File: config.mk
export PLATFORM = sky130hd
export DESIGN_NAME = csi_top
export DESIGN_NICKNAME = d
export VERILOG_FILES = /design/src/csi_pkg.sv /design/src/csi_match_if.sv /design/src/csi_match.sv /design/src/csi_top.sv
export SDC_FILE = /design/constraint.sdc
export NUM_CORES = 1
export LEC_CHECK = 0
export BUFFER_PORTS_ARGS = -buffer_cell sky130_fd_sc_hd__clkbuf_2
export CAP_MARGIN = 20
export CORE_MARGIN = 4
export CORE_UTILIZATION = 44
export CTS_BUF_LIST = sky130_fd_sc_hd__clkbuf_2
export CTS_CLUSTER_SIZE = 12
export DETAILED_ROUTE_END_ITERATION = 10
export GPL_TIMING_DRIVEN = 0
export HOLD_SLACK_MARGIN = 0.08
export PLACE_DENSITY = 0.82
export REMOVE_ABC_BUFFERS = 1
export SYNTH_ARGS = -nofsm -noshare
export SYNTH_HDL_FRONTEND = slang
export SYNTH_SLANG_ARGS = --single-unit
File: constraint.sdc
create_clock -name mclk_i -period 2.6 [get_ports mclk_i]
set_input_delay 0.26 -clock mclk_i [delete_from_list [all_inputs] [get_ports mclk_i]]
set_output_delay 0.26 -clock mclk_i [all_outputs]
set_load 0.03 [all_outputs]
File: src/csi_pkg.sv
// shared constants for the chip-select interrupt acknowledge and reset configuration block
package csi_pkg;
    // ******************************
    // bus encodings
    // ******************************
    localparam logic [2:0] FC_CPU_SPACE = 3'h7;
    localparam logic [1:0] FC_LOW_CPU = 2'h3;
    localparam logic [3:0] SPACE_IACK = 4'hf;
    localparam logic [1:0] SPACE_CPU = 2'h0;
    localparam logic [2:0] IPL_ANY = 3'h0;
    localparam logic [3:0] WAIT_FAST = 4'he;
    localparam logic [3:0] WAIT_EXT = 4'hf;
    localparam logic [1:0] BYTE_OFF = 2'h0;
    localparam logic [1:0] BYTE_LOW = 2'h1;
    localparam logic [1:0] BYTE_HIGH = 2'h2;
    localparam logic [1:0] BYTE_BOTH = 2'h3;
    localparam logic [1:0] RW_READ = 2'h1;
    localparam logic [1:0] RW_WRITE = 2'h2;
    localparam logic [1:0] PIN_ALT = 2'h1;
    localparam logic [1:0] PIN_CS8 = 2'h2;
    localparam logic [1:0] PIN_CS16 = 2'h3;
    // ******************************
    // address fields
    // ******************************
    localparam int ADDR_W = 24;
    localparam int BASE_LSB = 11;
    localparam int SPACE_LSB = 16;
    localparam int LEVEL_LSB = 1;
    localparam int NUM_CS = 12;
    localparam int NUM_HI = 5;
    localparam int FAST_ACK_STATES = 2;
    // ******************************
    // timing
    // ******************************
    localparam int CLK_PERIOD_NS = 100;
    localparam int FAST_BUS_NS = 200;
    localparam int FAST_BUS_CYC = (FAST_BUS_NS + CLK_PERIOD_NS - 1) / CLK_PERIOD_NS;
endpackage

File: src/csi_match_if.sv
// interface carrying decoded bus cycle attributes between the match unit and top
interface csi_match_if;
    logic iack;
    logic lvl_any_hit;
    logic [2:0] level;
    logic cs_hit;
    logic av_hit;
    logic ack_gen;
    logic ack16;
    modport dec (output iack, output level, output cs_hit, output av_hit, output ack_gen,
        output ack16, output lvl_any_hit);
    modport use_side (input iack, input level, input cs_hit, input av_hit, input ack_gen,
        input ack16, input lvl_any_hit);
endinterface

File: src/csi_match.sv
// combinational match decode for one chip select
module csi_match
    import csi_pkg::*;
(
    input wire logic [23:0] addr_i,
    input wire logic [2:0] function_code_i,
    input wire logic rnw_i,
    input wire logic [1:0] transfer_size_i,
    input wire logic addr_strobe_i,
    input wire logic ext_irq_i,
    input wire logic [12:0] base_i,
    input wire logic small_block_i,
    input wire logic [1:0] space_i,
    input wire logic [1:0] rw_sel_i,
    input wire logic [1:0] byte_sel_i,
    input wire logic [2:0] int_priority_field_i,
    input wire logic [3:0] wait_i,
    input wire logic autovec_en_i,
    input wire logic port16_i,
    csi_match_if.dec m
);
    wire logic base_ok;
    wire logic space_ok;
    wire logic rw_ok;
    wire logic byte_ok;
    wire logic lvl_ok;
    wire logic lowbyte;
    wire logic hibyte;
    wire logic iack_cyc;
    // ******************************
    // cycle classification
    // ******************************
    assign iack_cyc = (function_code_i == FC_CPU_SPACE)
        && (addr_i[SPACE_LSB+3:SPACE_LSB] == SPACE_IACK);
    // upper base bits always compared; space-type lines only for small blocks
    assign base_ok = (addr_i[ADDR_W-1:SPACE_LSB+4] == base_i[12:9])
        && (!small_block_i || addr_i[SPACE_LSB+3:SPACE_LSB] == base_i[8:5]);
    assign space_ok = iack_cyc ? (space_i == SPACE_CPU)
        : (function_code_i[1:0] != FC_LOW_CPU && space_i != SPACE_CPU);
    assign rw_ok = rnw_i ? rw_sel_i[0] : rw_sel_i[1];
    // byte lanes from address bit 0 and size
    assign lowbyte = addr_i[0] || (transfer_size_i != 2'h1);
    assign hibyte = !addr_i[0];
    assign byte_ok = (byte_sel_i == BYTE_BOTH)
        || (byte_sel_i == BYTE_LOW && lowbyte)
        || (byte_sel_i == BYTE_HIGH && hibyte);
    // level compare, %000 matches any level
    assign lvl_ok = (int_priority_field_i == IPL_ANY)
        || (int_priority_field_i == addr_i[LEVEL_LSB+2:LEVEL_LSB]);
    assign m.iack = iack_cyc;
    assign m.level = addr_i[LEVEL_LSB+2:LEVEL_LSB];
    assign m.lvl_any_hit = lvl_ok;
    assign m.cs_hit = addr_strobe_i && base_ok && space_ok && rw_ok
        && (byte_sel_i != BYTE_OFF) && byte_ok && (!iack_cyc || (lvl_ok && ext_irq_i));
    // autovector only for external pin requests
    assign m.av_hit = m.cs_hit && iack_cyc && autovec_en_i;
    // internal ack unless external supplies it; autovector forces fast
    assign m.ack_gen = autovec_en_i || (wait_i != WAIT_EXT);
    assign m.ack16 = port16_i;
endmodule

File: src/csi_top.sv
// chip select with interrupt acknowledge support and reset pin configuration
// Operation
// - at address strobe, decode address, function code, direction, size, strobe; strobe_select_i is not used, selects follow address strobe only.
// - write data valid in S4; internal size acknowledge generated then.
// - any chip select may assert during external-pin interrupt acknowledge on match; the code keeps the select off there when autovec_en_i is set.
// - compare level on low address lines with priority field; assert on equality.
// - priority field zero matches every interrupt level.
// - acknowledge or autovector generated only for external interrupt pin requests.
// - autovector bit and match produce internal autovector in interrupt acknowledge.
// - autovector bit forces fast termination regardless of wait field.
// - wait code 1111 means external device supplies acknowledge.
// - acknowledge is read; vector on low byte for 16-bit, high for 8-bit.
// - pin field low bit resets to one, high bit from data pin; boot field high bit one, low bit data pin 0.
// - code 11 is 16-bit chip select, 01 alternate function.
// - data pins 0..2 choose boot width, arbitration pins, function-code pins.
// - low upper data pin makes its pin and lower group pins address lines.
// - wait code 1110 selects two-clock fast termination with internal acknowledge.
// - byte field 00 off, 01 low, 10 high, 11 either byte.
module csi_top
    import csi_pkg::*;
(
    input wire logic mclk_i,
    input wire logic rst_i,
    input wire logic [23:0] addr_i,
    input wire logic [2:0] function_code_i,
    input wire logic rnw_i,
    input wire logic [1:0] transfer_size_i,
    input wire logic addr_strobe_i,
    input wire logic ext_irq_i,
    input wire logic [7:0] data_pins_i,
    input wire logic [12:0] base_i,
    input wire logic small_block_i,
    input wire logic [1:0] space_i,
    input wire logic [1:0] rw_sel_i,
    input wire logic [1:0] byte_sel_i,
    input wire logic strobe_select_i,
    input wire logic [2:0] int_priority_field_i,
    input wire logic [3:0] wait_i,
    input wire logic autovec_en_i,
    input wire logic [3:0] cs_index_i,
    output logic chip_select_n_o,
    output logic [1:0] size_ack_o,
    output logic autovector_req_o,
    output logic vector_low_byte_o,
    output logic [1:0] pin_assign_o [NUM_CS],
    output logic [2:0] iack_level_o
);
    typedef enum logic [1:0] {
        CSI_IDLE = 2'b00,
        CSI_WAIT = 2'b01,
        CSI_ACK = 2'b10,
        CSI_HOLD = 2'b11
    } csi_state_e;

    csi_state_e state_r;
    csi_state_e state_nxt;
    logic [7:0] dp_meta_r;
    logic [7:0] dp_sync_r;
    logic [1:0] as_sync_r;
    logic [1:0] irq_sync_r;
    logic [3:0] cnt_r;
    logic [3:0] cnt_nxt;
    logic [1:0] pa_nxt [NUM_CS];
    logic as_ok;
    logic irq_ok;
    logic port16;
    logic fast;
    logic done;
    csi_match_if mi ();

    // ******************************
    // input synchronisers
    // ******************************
    always_ff @(posedge mclk_i) begin
        dp_meta_r <= data_pins_i;
        dp_sync_r <= dp_meta_r;
        as_sync_r <= {as_sync_r[0], addr_strobe_i};
        irq_sync_r <= {irq_sync_r[0], ext_irq_i};
    end
    assign as_ok = as_sync_r[1];
    assign irq_ok = irq_sync_r[1];

    // ******************************
    // reset pin assignment
    // ******************************
    // boot field: msb one, lsb data pin 0
    assign pa_nxt[0] = {1'b1, dp_sync_r[0]};
    genvar gi;
    generate
        for (gi = 1; gi < NUM_CS; gi++) begin : g_pa
            if (gi <= 3) begin : g_arb
                assign pa_nxt[gi] = {dp_sync_r[1], 1'b1};
            end else if (gi <= 6) begin : g_fc
                assign pa_nxt[gi] = {dp_sync_r[2], 1'b1};
            end else begin : g_hi
                // pin gi-7 of the upper group: address if any pin at or above it is low
                assign pa_nxt[gi] = {&dp_sync_r[7:gi-4], 1'b1};
            end
        end
    endgenerate
    always_ff @(posedge mclk_i) begin
        if (rst_i) begin
            pin_assign_o <= pa_nxt;
        end
    end

    // ******************************
    // match decode
    // ******************************
    assign port16 = (pin_assign_o[cs_index_i] == PIN_CS16);
    csi_match u_match (
        .addr_i(addr_i),
        .function_code_i(function_code_i),
        .rnw_i(rnw_i),
        .transfer_size_i(transfer_size_i),
        .addr_strobe_i(as_ok),
        .ext_irq_i(irq_ok),
        .base_i(base_i),
        .small_block_i(small_block_i),
        .space_i(space_i),
        .rw_sel_i(rw_sel_i),
        .byte_sel_i(byte_sel_i),
        .int_priority_field_i(int_priority_field_i),
        .wait_i(wait_i),
        .autovec_en_i(autovec_en_i),
        .port16_i(port16),
        .m(mi.dec)
    );

    // ******************************
    // termination sequencer
    // ******************************
    assign fast = autovec_en_i || (wait_i == WAIT_FAST);
    assign done = (cnt_r == 4'h0);
    always_comb begin
        state_nxt = state_r;
        cnt_nxt = cnt_r;
        case (state_r)
            CSI_IDLE: begin
                if (mi.cs_hit && mi.ack_gen) begin
                    state_nxt = CSI_WAIT;
                    cnt_nxt = fast ? 4'(FAST_BUS_CYC - FAST_ACK_STATES) : wait_i;
                end
            end
            CSI_WAIT: begin
                if (!as_ok) begin
                    state_nxt = CSI_IDLE;
                end else if (done) begin
                    state_nxt = CSI_ACK;
                end else begin
                    cnt_nxt = cnt_r - 4'h1;
                end
            end
            CSI_ACK: state_nxt = CSI_HOLD;
            CSI_HOLD: begin
                if (!as_ok) begin
                    state_nxt = CSI_IDLE;
                end
            end
            default: state_nxt = CSI_IDLE;
        endcase
    end

    always_ff @(posedge mclk_i) begin
        if (rst_i) begin
            state_r <= CSI_IDLE;
            cnt_r <= 4'h0;
            chip_select_n_o <= 1'b1;
            size_ack_o <= 2'h0;
            autovector_req_o <= 1'b0;
            vector_low_byte_o <= 1'b0;
            iack_level_o <= 3'h0;
        end else begin
            state_r <= state_nxt;
            cnt_r <= cnt_nxt;
            chip_select_n_o <= !(mi.cs_hit && (!mi.iack || !autovec_en_i)
                && pin_assign_o[cs_index_i][1]);
            // ack only when not autovectoring; width from port size
            size_ack_o <= (state_nxt == CSI_ACK && !mi.av_hit)
                ? (mi.ack16 ? 2'h3 : 2'h2) : 2'h0;
            autovector_req_o <= (state_nxt == CSI_ACK) && mi.av_hit;
            vector_low_byte_o <= mi.iack && mi.ack16;
            iack_level_o <= mi.level;
        end
    end

    AST_AV_NEEDS_IACK: assert property (@(posedge mclk_i) disable iff (rst_i)
        autovector_req_o |-> $past(mi.iack) && $past(irq_ok))
        else $error("autovector without external interrupt acknowledge");
    AST_EXT_NO_ACK: assert property (@(posedge mclk_i) disable iff (rst_i)
        (wait_i == WAIT_EXT && !autovec_en_i && state_r == CSI_IDLE)
        |=> state_r == CSI_IDLE && size_ack_o == 2'h0)
        else $error("internal acknowledge with external wait code");
    AST_FAST_TWO: assert property (@(posedge mclk_i) disable iff (rst_i)
        (state_r == CSI_IDLE && mi.cs_hit && fast && mi.ack_gen)
        ##1 as_ok [*2] |-> autovector_req_o || size_ack_o != 2'h0)
        else $error("fast termination late");
    AST_LEVEL: assert property (@(posedge mclk_i) disable iff (rst_i)
        (mi.iack && mi.cs_hit) |-> (int_priority_field_i == IPL_ANY
        || int_priority_field_i == addr_i[3:1]))
        else $error("level mismatch select");
    AST_BYTE_OFF: assert property (@(posedge mclk_i) disable iff (rst_i)
        byte_sel_i == BYTE_OFF |=> chip_select_n_o)
        else $error("select with byte field off");
    AST_PIN_HOLD: assert property (@(posedge mclk_i) disable iff (rst_i)
        !$past(rst_i) |-> $stable(pin_assign_o[0]))
        else $error("pin fields changed after reset");
    AST_BOOT_MSB: assert property (@(posedge mclk_i) disable iff (rst_i)
        pin_assign_o[0][1] && pin_assign_o[1][0] && pin_assign_o[11][0])
        else $error("pin field fixed bit wrong");
    AST_ACK_ONE: assert property (@(posedge mclk_i) disable iff (rst_i)
        size_ack_o != 2'h0 |=> size_ack_o == 2'h0)
        else $error("acknowledge longer than one cycle");
endmodule

==> flow_metrics.tcl, run 1 <==
set metrics [dict create \
    outcome "finished clean" \
    r2r_cells 6 \
    die_h_um 71.3 \
    crit_slowest_cell "dlygate4sd3_1" \
    hp-class "in2reg" \
    synth_seq_cells 42 \
    cp.required_ns 2.96 \
    setup_tns_ns 0 \
    crit_chain "mux4_2 -> nor2b_1 -> o32ai_1 -> nand2_1 -> a2111oi_0 -> dlygate4sd3_1" \
    powerDensity_nw_per_um2 509 \
    htreeDepth 2 \
    max_slew_margin_pct 63.4 \
    cp-end-kind "flip-flop" \
    area_growth_syn_to_layout_pct 29.8 \
    core_area_um2 3770 \
    cts_hold_buf 12 \
    grt_pass1_wl_um 6110 \
    globalplace.congestion 0.773 \
    syn_avg_cell_area_um2 10.4 \
    ys_seq_area_share_pct 52.2 \
    crit_arrival_ns 2.42 \
    drc 0 \
    vias_per_cell 4.83 \
    max_freq_mhz 487 \
    insertion_delay_ns 0.40 \
    cap_violations 0 \
    hpwl_um 2840 \
    routedWlPerCell_um 11.9 \
    finalNetCount 335 \
    start_util_pct 46.7 \
    num_vias 1488 \
    yosysMostFrequentCell "dfxtp_1" \
    critPathTopFamily "compound AO/OA/AOI/OAI gates" \
    crit_cells 6 \
    fin_crit_ns 2.05 \
    ios 107 \
    drive_above_1_share_pct 35.4 \
    cts_buffer_depth 2 \
    postCtsSetupBuffers 0 \
    grt.overflow.total 0 \
    critPathMaxStageDelay_ns 0.60 \
    cts_resized 0 \
    cts_sinks 42 \
    finClkSkew_ns 0.0107 \
    rsz0062_at_grt "false" \
    wirelength_um 3670 \
    fillers 328 \
    syn_area_um2 1760 \
    yosys-top-cells-count "34 x dfxtp_1, 16 x buf_4, 12 x nor2_1" \
    crit_buf_inv 1 \
    criticalPathCategory "reg2reg" \
    hold_violations 0 \
    dpl_cell_area_um2 2120 \
    synth-main-ff-cell "dfxtp_1" \
    async_flop_share_pct 0 \
    finalSetupViolCount 0 \
    slew_violations 0 \
    peakVddDrop_mv 0.333 \
    cts_tree "done" \
    clk_pin_slew_ns 0.21 \
    grt_pass1_vias 1428 \
    yosys-top-cells-area "dfxtp_1 39%, edfxtp_1 14%, buf_4 6.8%" \
    rows 22 \
    port_buffers 76 \
    grt_max_degree 23 \
    yosys.area.top_type_share_pct 38.6 \
    chipWidth_um 71.3 \
    total_power_mw 1.16 \
    syn_inst 170 \
    postRouteAntennaNets 0 \
    cts-root-buf "clkbuf_2" \
    fin_crit_sh_pct 78.9 \
    grt_usage_pct 15.0 \
    crit_fanout 2 \
    drt_pass1_iterations 4 \
    drt_iter0_markers 72 \
    synth_largest_area_cell "dfxtp_1" \
    cp-start-kind "flip-flop" \
    yosysWarningCount 0 \
    antenna_found_initial 0 \
    cts_buffers 5 \
    synth_edf_count 8 \
    synth_cell_type_count 46 \
    dieArea_um2 5080 \
    hold_depth 2 \
    antenna_cells 0 \
    worst_pin_slew_ns 0.546 \
    leakage_nw 1.05 \
    final_cell_area_um2 2290 \
]
[sequential cells by signal, indices dropped and copies added (netlist names), 2 cells and up]
| register | count |
|---|---|
| dp_sync_r | 8 |
| state_r | 2 |
| iack_level_o | 3 |
| cnt_r | 4 |
| dp_meta_r | 8 |
| size_ack_o | 2 |
| as_sync_r | 2 |
| pin_assign_o | 8 |
| irq_sync_r | 2 |
[kinds of logic after synthesis]
kind of cell | share of synthesized area, %
and+or+nand+nor | 18.2
buffers and inverters | 8.52
AOI/OAI and AO/OA | 12.3
xor gates and xnor gates | 5.47
adders and majority gates | 0.710
other | 0.213
DFF | 52.2
muxes | 2.41
[where the power goes]
| part | total (mW) | switching [mW] | internal [mW] | leakage (nW) |
|---|---|---|---|---|
| sequential | 0.700 | 0.00942 | 0.691 | 0.364 |
| clock | 0.286 | 0.215 | 0.0705 | 0.0299 |
| combinational | 0.179 | 0.105 | 0.0741 | 0.654 |
| total | 1.16 | 0.330 | 0.835 | 1.05 |
[cells in the final DEF, fill, tap and decap left out, types with 3 or more instances in the layout]
master,n
a21oi_1,5
a31oi_1,5
and3_1,3
clkbuf_2,81
conb_1,12
dfxtp_1,34
dlygate4sd3_1,12
edfxtp_1,8
inv_1,6
nand2_1,10
nand2b_1,3
nand3_1,3
nor2_1,12
nor2b_1,6
nor3_1,5
o21ai_0,4
xnor2_1,3
xor2_1,8
[layer usage]
layer	wire [µm]	global-route usage, %	share of wire (%)	vias up
li1	-	-	-	760
met1	1330	16.2	36	676
met2	2020	27.9	55	47
met3	272	4.35	7.4	5
met4	46	5.01	1.3	0
met5	0	0	0	-
[final timing paths]
path	endpoint	from	slack, ns
max	vector_low_byte_o	pin_assign_o[7]	0.55
min	iack_level_o[0]	addr_i[1]	0.12
max reg2reg	vector_low_byte_o	pin_assign_o[7]	0.55
min reg2reg	as_sync_r[1]	as_sync_r[0]	0.35
[worst reg2reg max path: cells and delay by family, from the launching register on]
family	cells	cell delay [ns]
AOI/OAI and AO/OA	2	0.62
buffers and inverters	1	0.60
DFF	1	0.41
muxes	1	0.23
and+or+nand+nor	2	0.16
[final cells by class]
class                      instances  area, µm²  area share (%)
inverter                           7       26.3            1.15
timing repair buffer              88        500            21.9
tap                               48       60.1            2.62
sequential                        42        921            40.2
multi-input combinational        115        733            32.0
clock buffer                       5       25.0            1.09
clock inverter                     3       22.5           0.984
[per-stage QoR]
stage / hold slack, ns / worst slack (ns) / instances / util (%)
6_report: 0.120 / 0.548 / 308 / 60.7
5_1_grt: 0.105 / 0.345 / 308 / 60.7
4_1_cts: 0.0970 / 0.584 / 308 / 60.7
3_5_place_dp: 0.312 / 0.566 / 288 / 56.2
3_3_place_gp: 0.310 / 0.595 / 288 / 56.2
2_1_floorplan: 0.288 / 0.852 / 164 / -
Note: power is estimated with default switching activity, not from simulation.
==> run 2, diff against run 1 <==
Settings changed: ABC_AREA set to 1, PLACE_DENSITY 0.82 to 0.81.
Clock period 2.6 ns to 2 ns, I/O delays scaled along.
==> flow_metrics.tcl, run 2 <==
set metrics [dict create \
    grt_pass1_vias 1758 \
    hpwl_um 3210 \
    dpl_cell_area_um2 2270 \
    criticalPathCategory "in2reg" \
    finClkSkew_ns 0.0163 \
    r2r_start "cnt_r[0]" \
    final_common_cell "clkbuf_2" \
    start_util_pct 46.6 \
    syn_avg_cell_area_um2 7.78 \
    yosysMostFrequentCell "nand2_1" \
    outcome "finished clean" \
    power_switching_share_pct 29.6 \
    finalSetupViolCount 0 \
    synth_seq_cells 42 \
    cp_common_cell "nand2_1" \
    hp-start "cs_index_i[3]" \
    num_vias 1725 \
    crit_arrival_ns 1.72 \
    leakage_nw 1.32 \
    syn_area_um2 1910 \
    cts_tree "done" \
    synth_cell_type_count 31 \
    rows 23 \
    fin_crit_sh_pct 70.2 \
    drt_iter0_markers 48 \
    grt_usage_pct 16.7 \
    syn_inst 245 \
    vias_per_cell 4.46 \
    postCtsSetupBuffers 0 \
    ys_seq_area_share_pct 48.3 \
    drt_pass1_iterations 7 \
    antenna_found_initial 0 \
    crit_fanout 8 \
    cap_violations 0 \
    grt_pass1_wl_um 7000 \
    chipWidth_um 73.8 \
    synth-main-ff-cell "dfxtp_1" \
    setup_tns_ns 0 \
    die_h_um 73.8 \
    cp.required_ns 2.32 \
    grt_max_degree 16 \
    core_area_um2 4090 \
    reg.largest.list "dp_meta_r: 8 flops, dp_sync_r: 8 flops, pin_assign_o: 8 flops" \
    synth_largest_area_cell "dfxtp_1" \
    ios 107 \
    yosys.area.top_type_share_pct 35.7 \
    max_freq_mhz 713 \
    grt.overflow.total 0 \
    cts_buffers 5 \
    powerDensity_nw_per_um2 632 \
    crit_slowest_cell "dlygate4sd3_1" \
    p_switching_mw 0.458 \
    drc 0 \
    finalNetCount 412 \
    pwr-share-clk_pct 24.2 \
    clk_pin_slew_ns 0.22 \
    critPathMaxStageDelay_ns 0.54 \
    area_growth_syn_to_layout_pct 28.5 \
    antenna_cells 0 \
    insertion_delay_ns 0.40 \
    cp-start-kind "primary input" \
    dieArea_um2 5450 \
    internal_power_mw 1.09 \
    hold_violations 0 \
    peakVddDrop_mv 0.589 \
    postRouteAntennaNets 0 \
    slew_violations 0 \
    fin_crit_ns 1.40 \
    fillers 385 \
    yosysWarningCount 0 \
    cts_buffer_depth 2 \
    cts-root-buf "clkbuf_2" \
    pwr-share-seq_pct 58.9 \
    rsz0062_at_grt "false" \
    yosys-top-cells-area "dfxtp_1 36%, edfxtp_1 13%, nand2_1 11%" \
    combPwrFrac_pct 16.9 \
    drive_above_1_share_pct 28.2 \
    final_cell_area_um2 2450 \
    wirelength_um 4170 \
    hp-class "in2reg" \
    yosys-top-cells-count "58 x nand2_1, 43 x inv_1, 34 x dfxtp_1" \
    crit_chain "dlygate4sd3_1 -> clkbuf_2 -> inv_1 -> nand2_1 -> nand2_1 -> nand3_1 -> nand2_1 -> nand2_1 -> nand2_1 -> nand4_4 -> nand2_4 -> nand2_1 -> nand2_1 -> nor2_1" \
    port_buffers 76 \
    globalplace.congestion 0.885 \
    mostFrequentLayoutCells "81 x clkbuf_2, 58 x nand2_1, 43 x inv_1" \
    async_flop_share_pct 0 \
    synth_edf_count 8 \
    cts_sinks 42 \
    htreeDepth 2 \
    cp-end-kind "flip-flop" \
    routedWlPerCell_um 10.8 \
    critPathLaunch "addr_i[3]" \
]
-- run 2: cell count changes after synthesis, moves of 6 or more --
cell and change:
nor2_1 +21, nor2b_1 -6, inv_1 +37, nand3_1 +6, nand2_1 +48, xor2_1 -7
-- run 2: worst max-delay path, delay by kind of cell --
kind	cells	cell delay (ns)
simple gates	11	0.79
buf+inv	3	0.73
-- run 2: power by group through the flow --
stage | registers, mW | logic, mW | clock network (mW)
2_1_floorplan | 0.956 | 0.111 | 0
5_1_grt | 0.917 | 0.291 | 0.426
3_5_place_dp | 0.928 | 0.240 | 0
6_report | 0.912 | 0.261 | 0.374
4_1_cts | 0.911 | 0.260 | 0.388
3_3_place_gp | 0.926 | 0.233 | 0
-- run 2: worst paths after layout --
path	slack, ns	to	depth (start not counted)
worst max-delay path	0.60	cnt_r[2]	14
worst min-delay path	0.10	chip_select_n_o	4
worst max register to register	0.61	autovector_req_o	10
worst min register to register	0.35	irq_sync_r[1]	0
-- run 2: metrics by stage --
stage	std cells	utilization [%]	hold slack [ns]	power (mW)	setup slack, ns
CTS	387	59.9	0.0825	1.56	0.592
finish	387	59.9	0.104	1.55	0.597
global route	387	59.9	0.0889	1.63	0.345
detailed placement	366	55.5	0.304	1.17	0.655
floorplan	240	-	0.228	1.07	0.467
global placement	366	55.5	0.302	1.16	0.680
-- run 2: what timing repair did --
item | 4_1_cts | 5_1_grt
gates resized for setup | 0 | 0
hold buffers | 13 | 0
endpoints found under the hold margin | 13 | 0
-- run 2: cell type report --
class	instances	area, µm²	area share (%)
Sequential cell	42	921	37.6
Timing Repair Buffer	89	510	20.8
Tap cell	50	62.6	2.55
Clock buffer	5	25.0	1.02
Inverter	44	165	6.74
Multi-Input combinational cell	154	741	30.3
Clock inverter	3	23.8	0.971
-- run 2: cells by family after synthesis --
logic type,share of synthesized area (%)
AOI/OAI and AO/OA,5.19
xor gates and xnor gates,1.84
adders and majority gates,0.656
buffers and inverters,15.0
DFF,48.3
muxes,0.525
other,0.197
and+or+nand+nor,28.3
-- run 2: per-layer routing --
metal | vias to the layer above | part of all wire (%) | routed length, µm | global-route usage (%)
li1 | 902 | - | - | -
met1 | 769 | 35 | 1450 | 16.1
met2 | 50 | 57 | 2400 | 32.8
met3 | 4 | 7.0 | 290 | 4.92
met4 | 0 | 0.89 | 37 | 6.04
met5 | - | 0 | 0 | 0
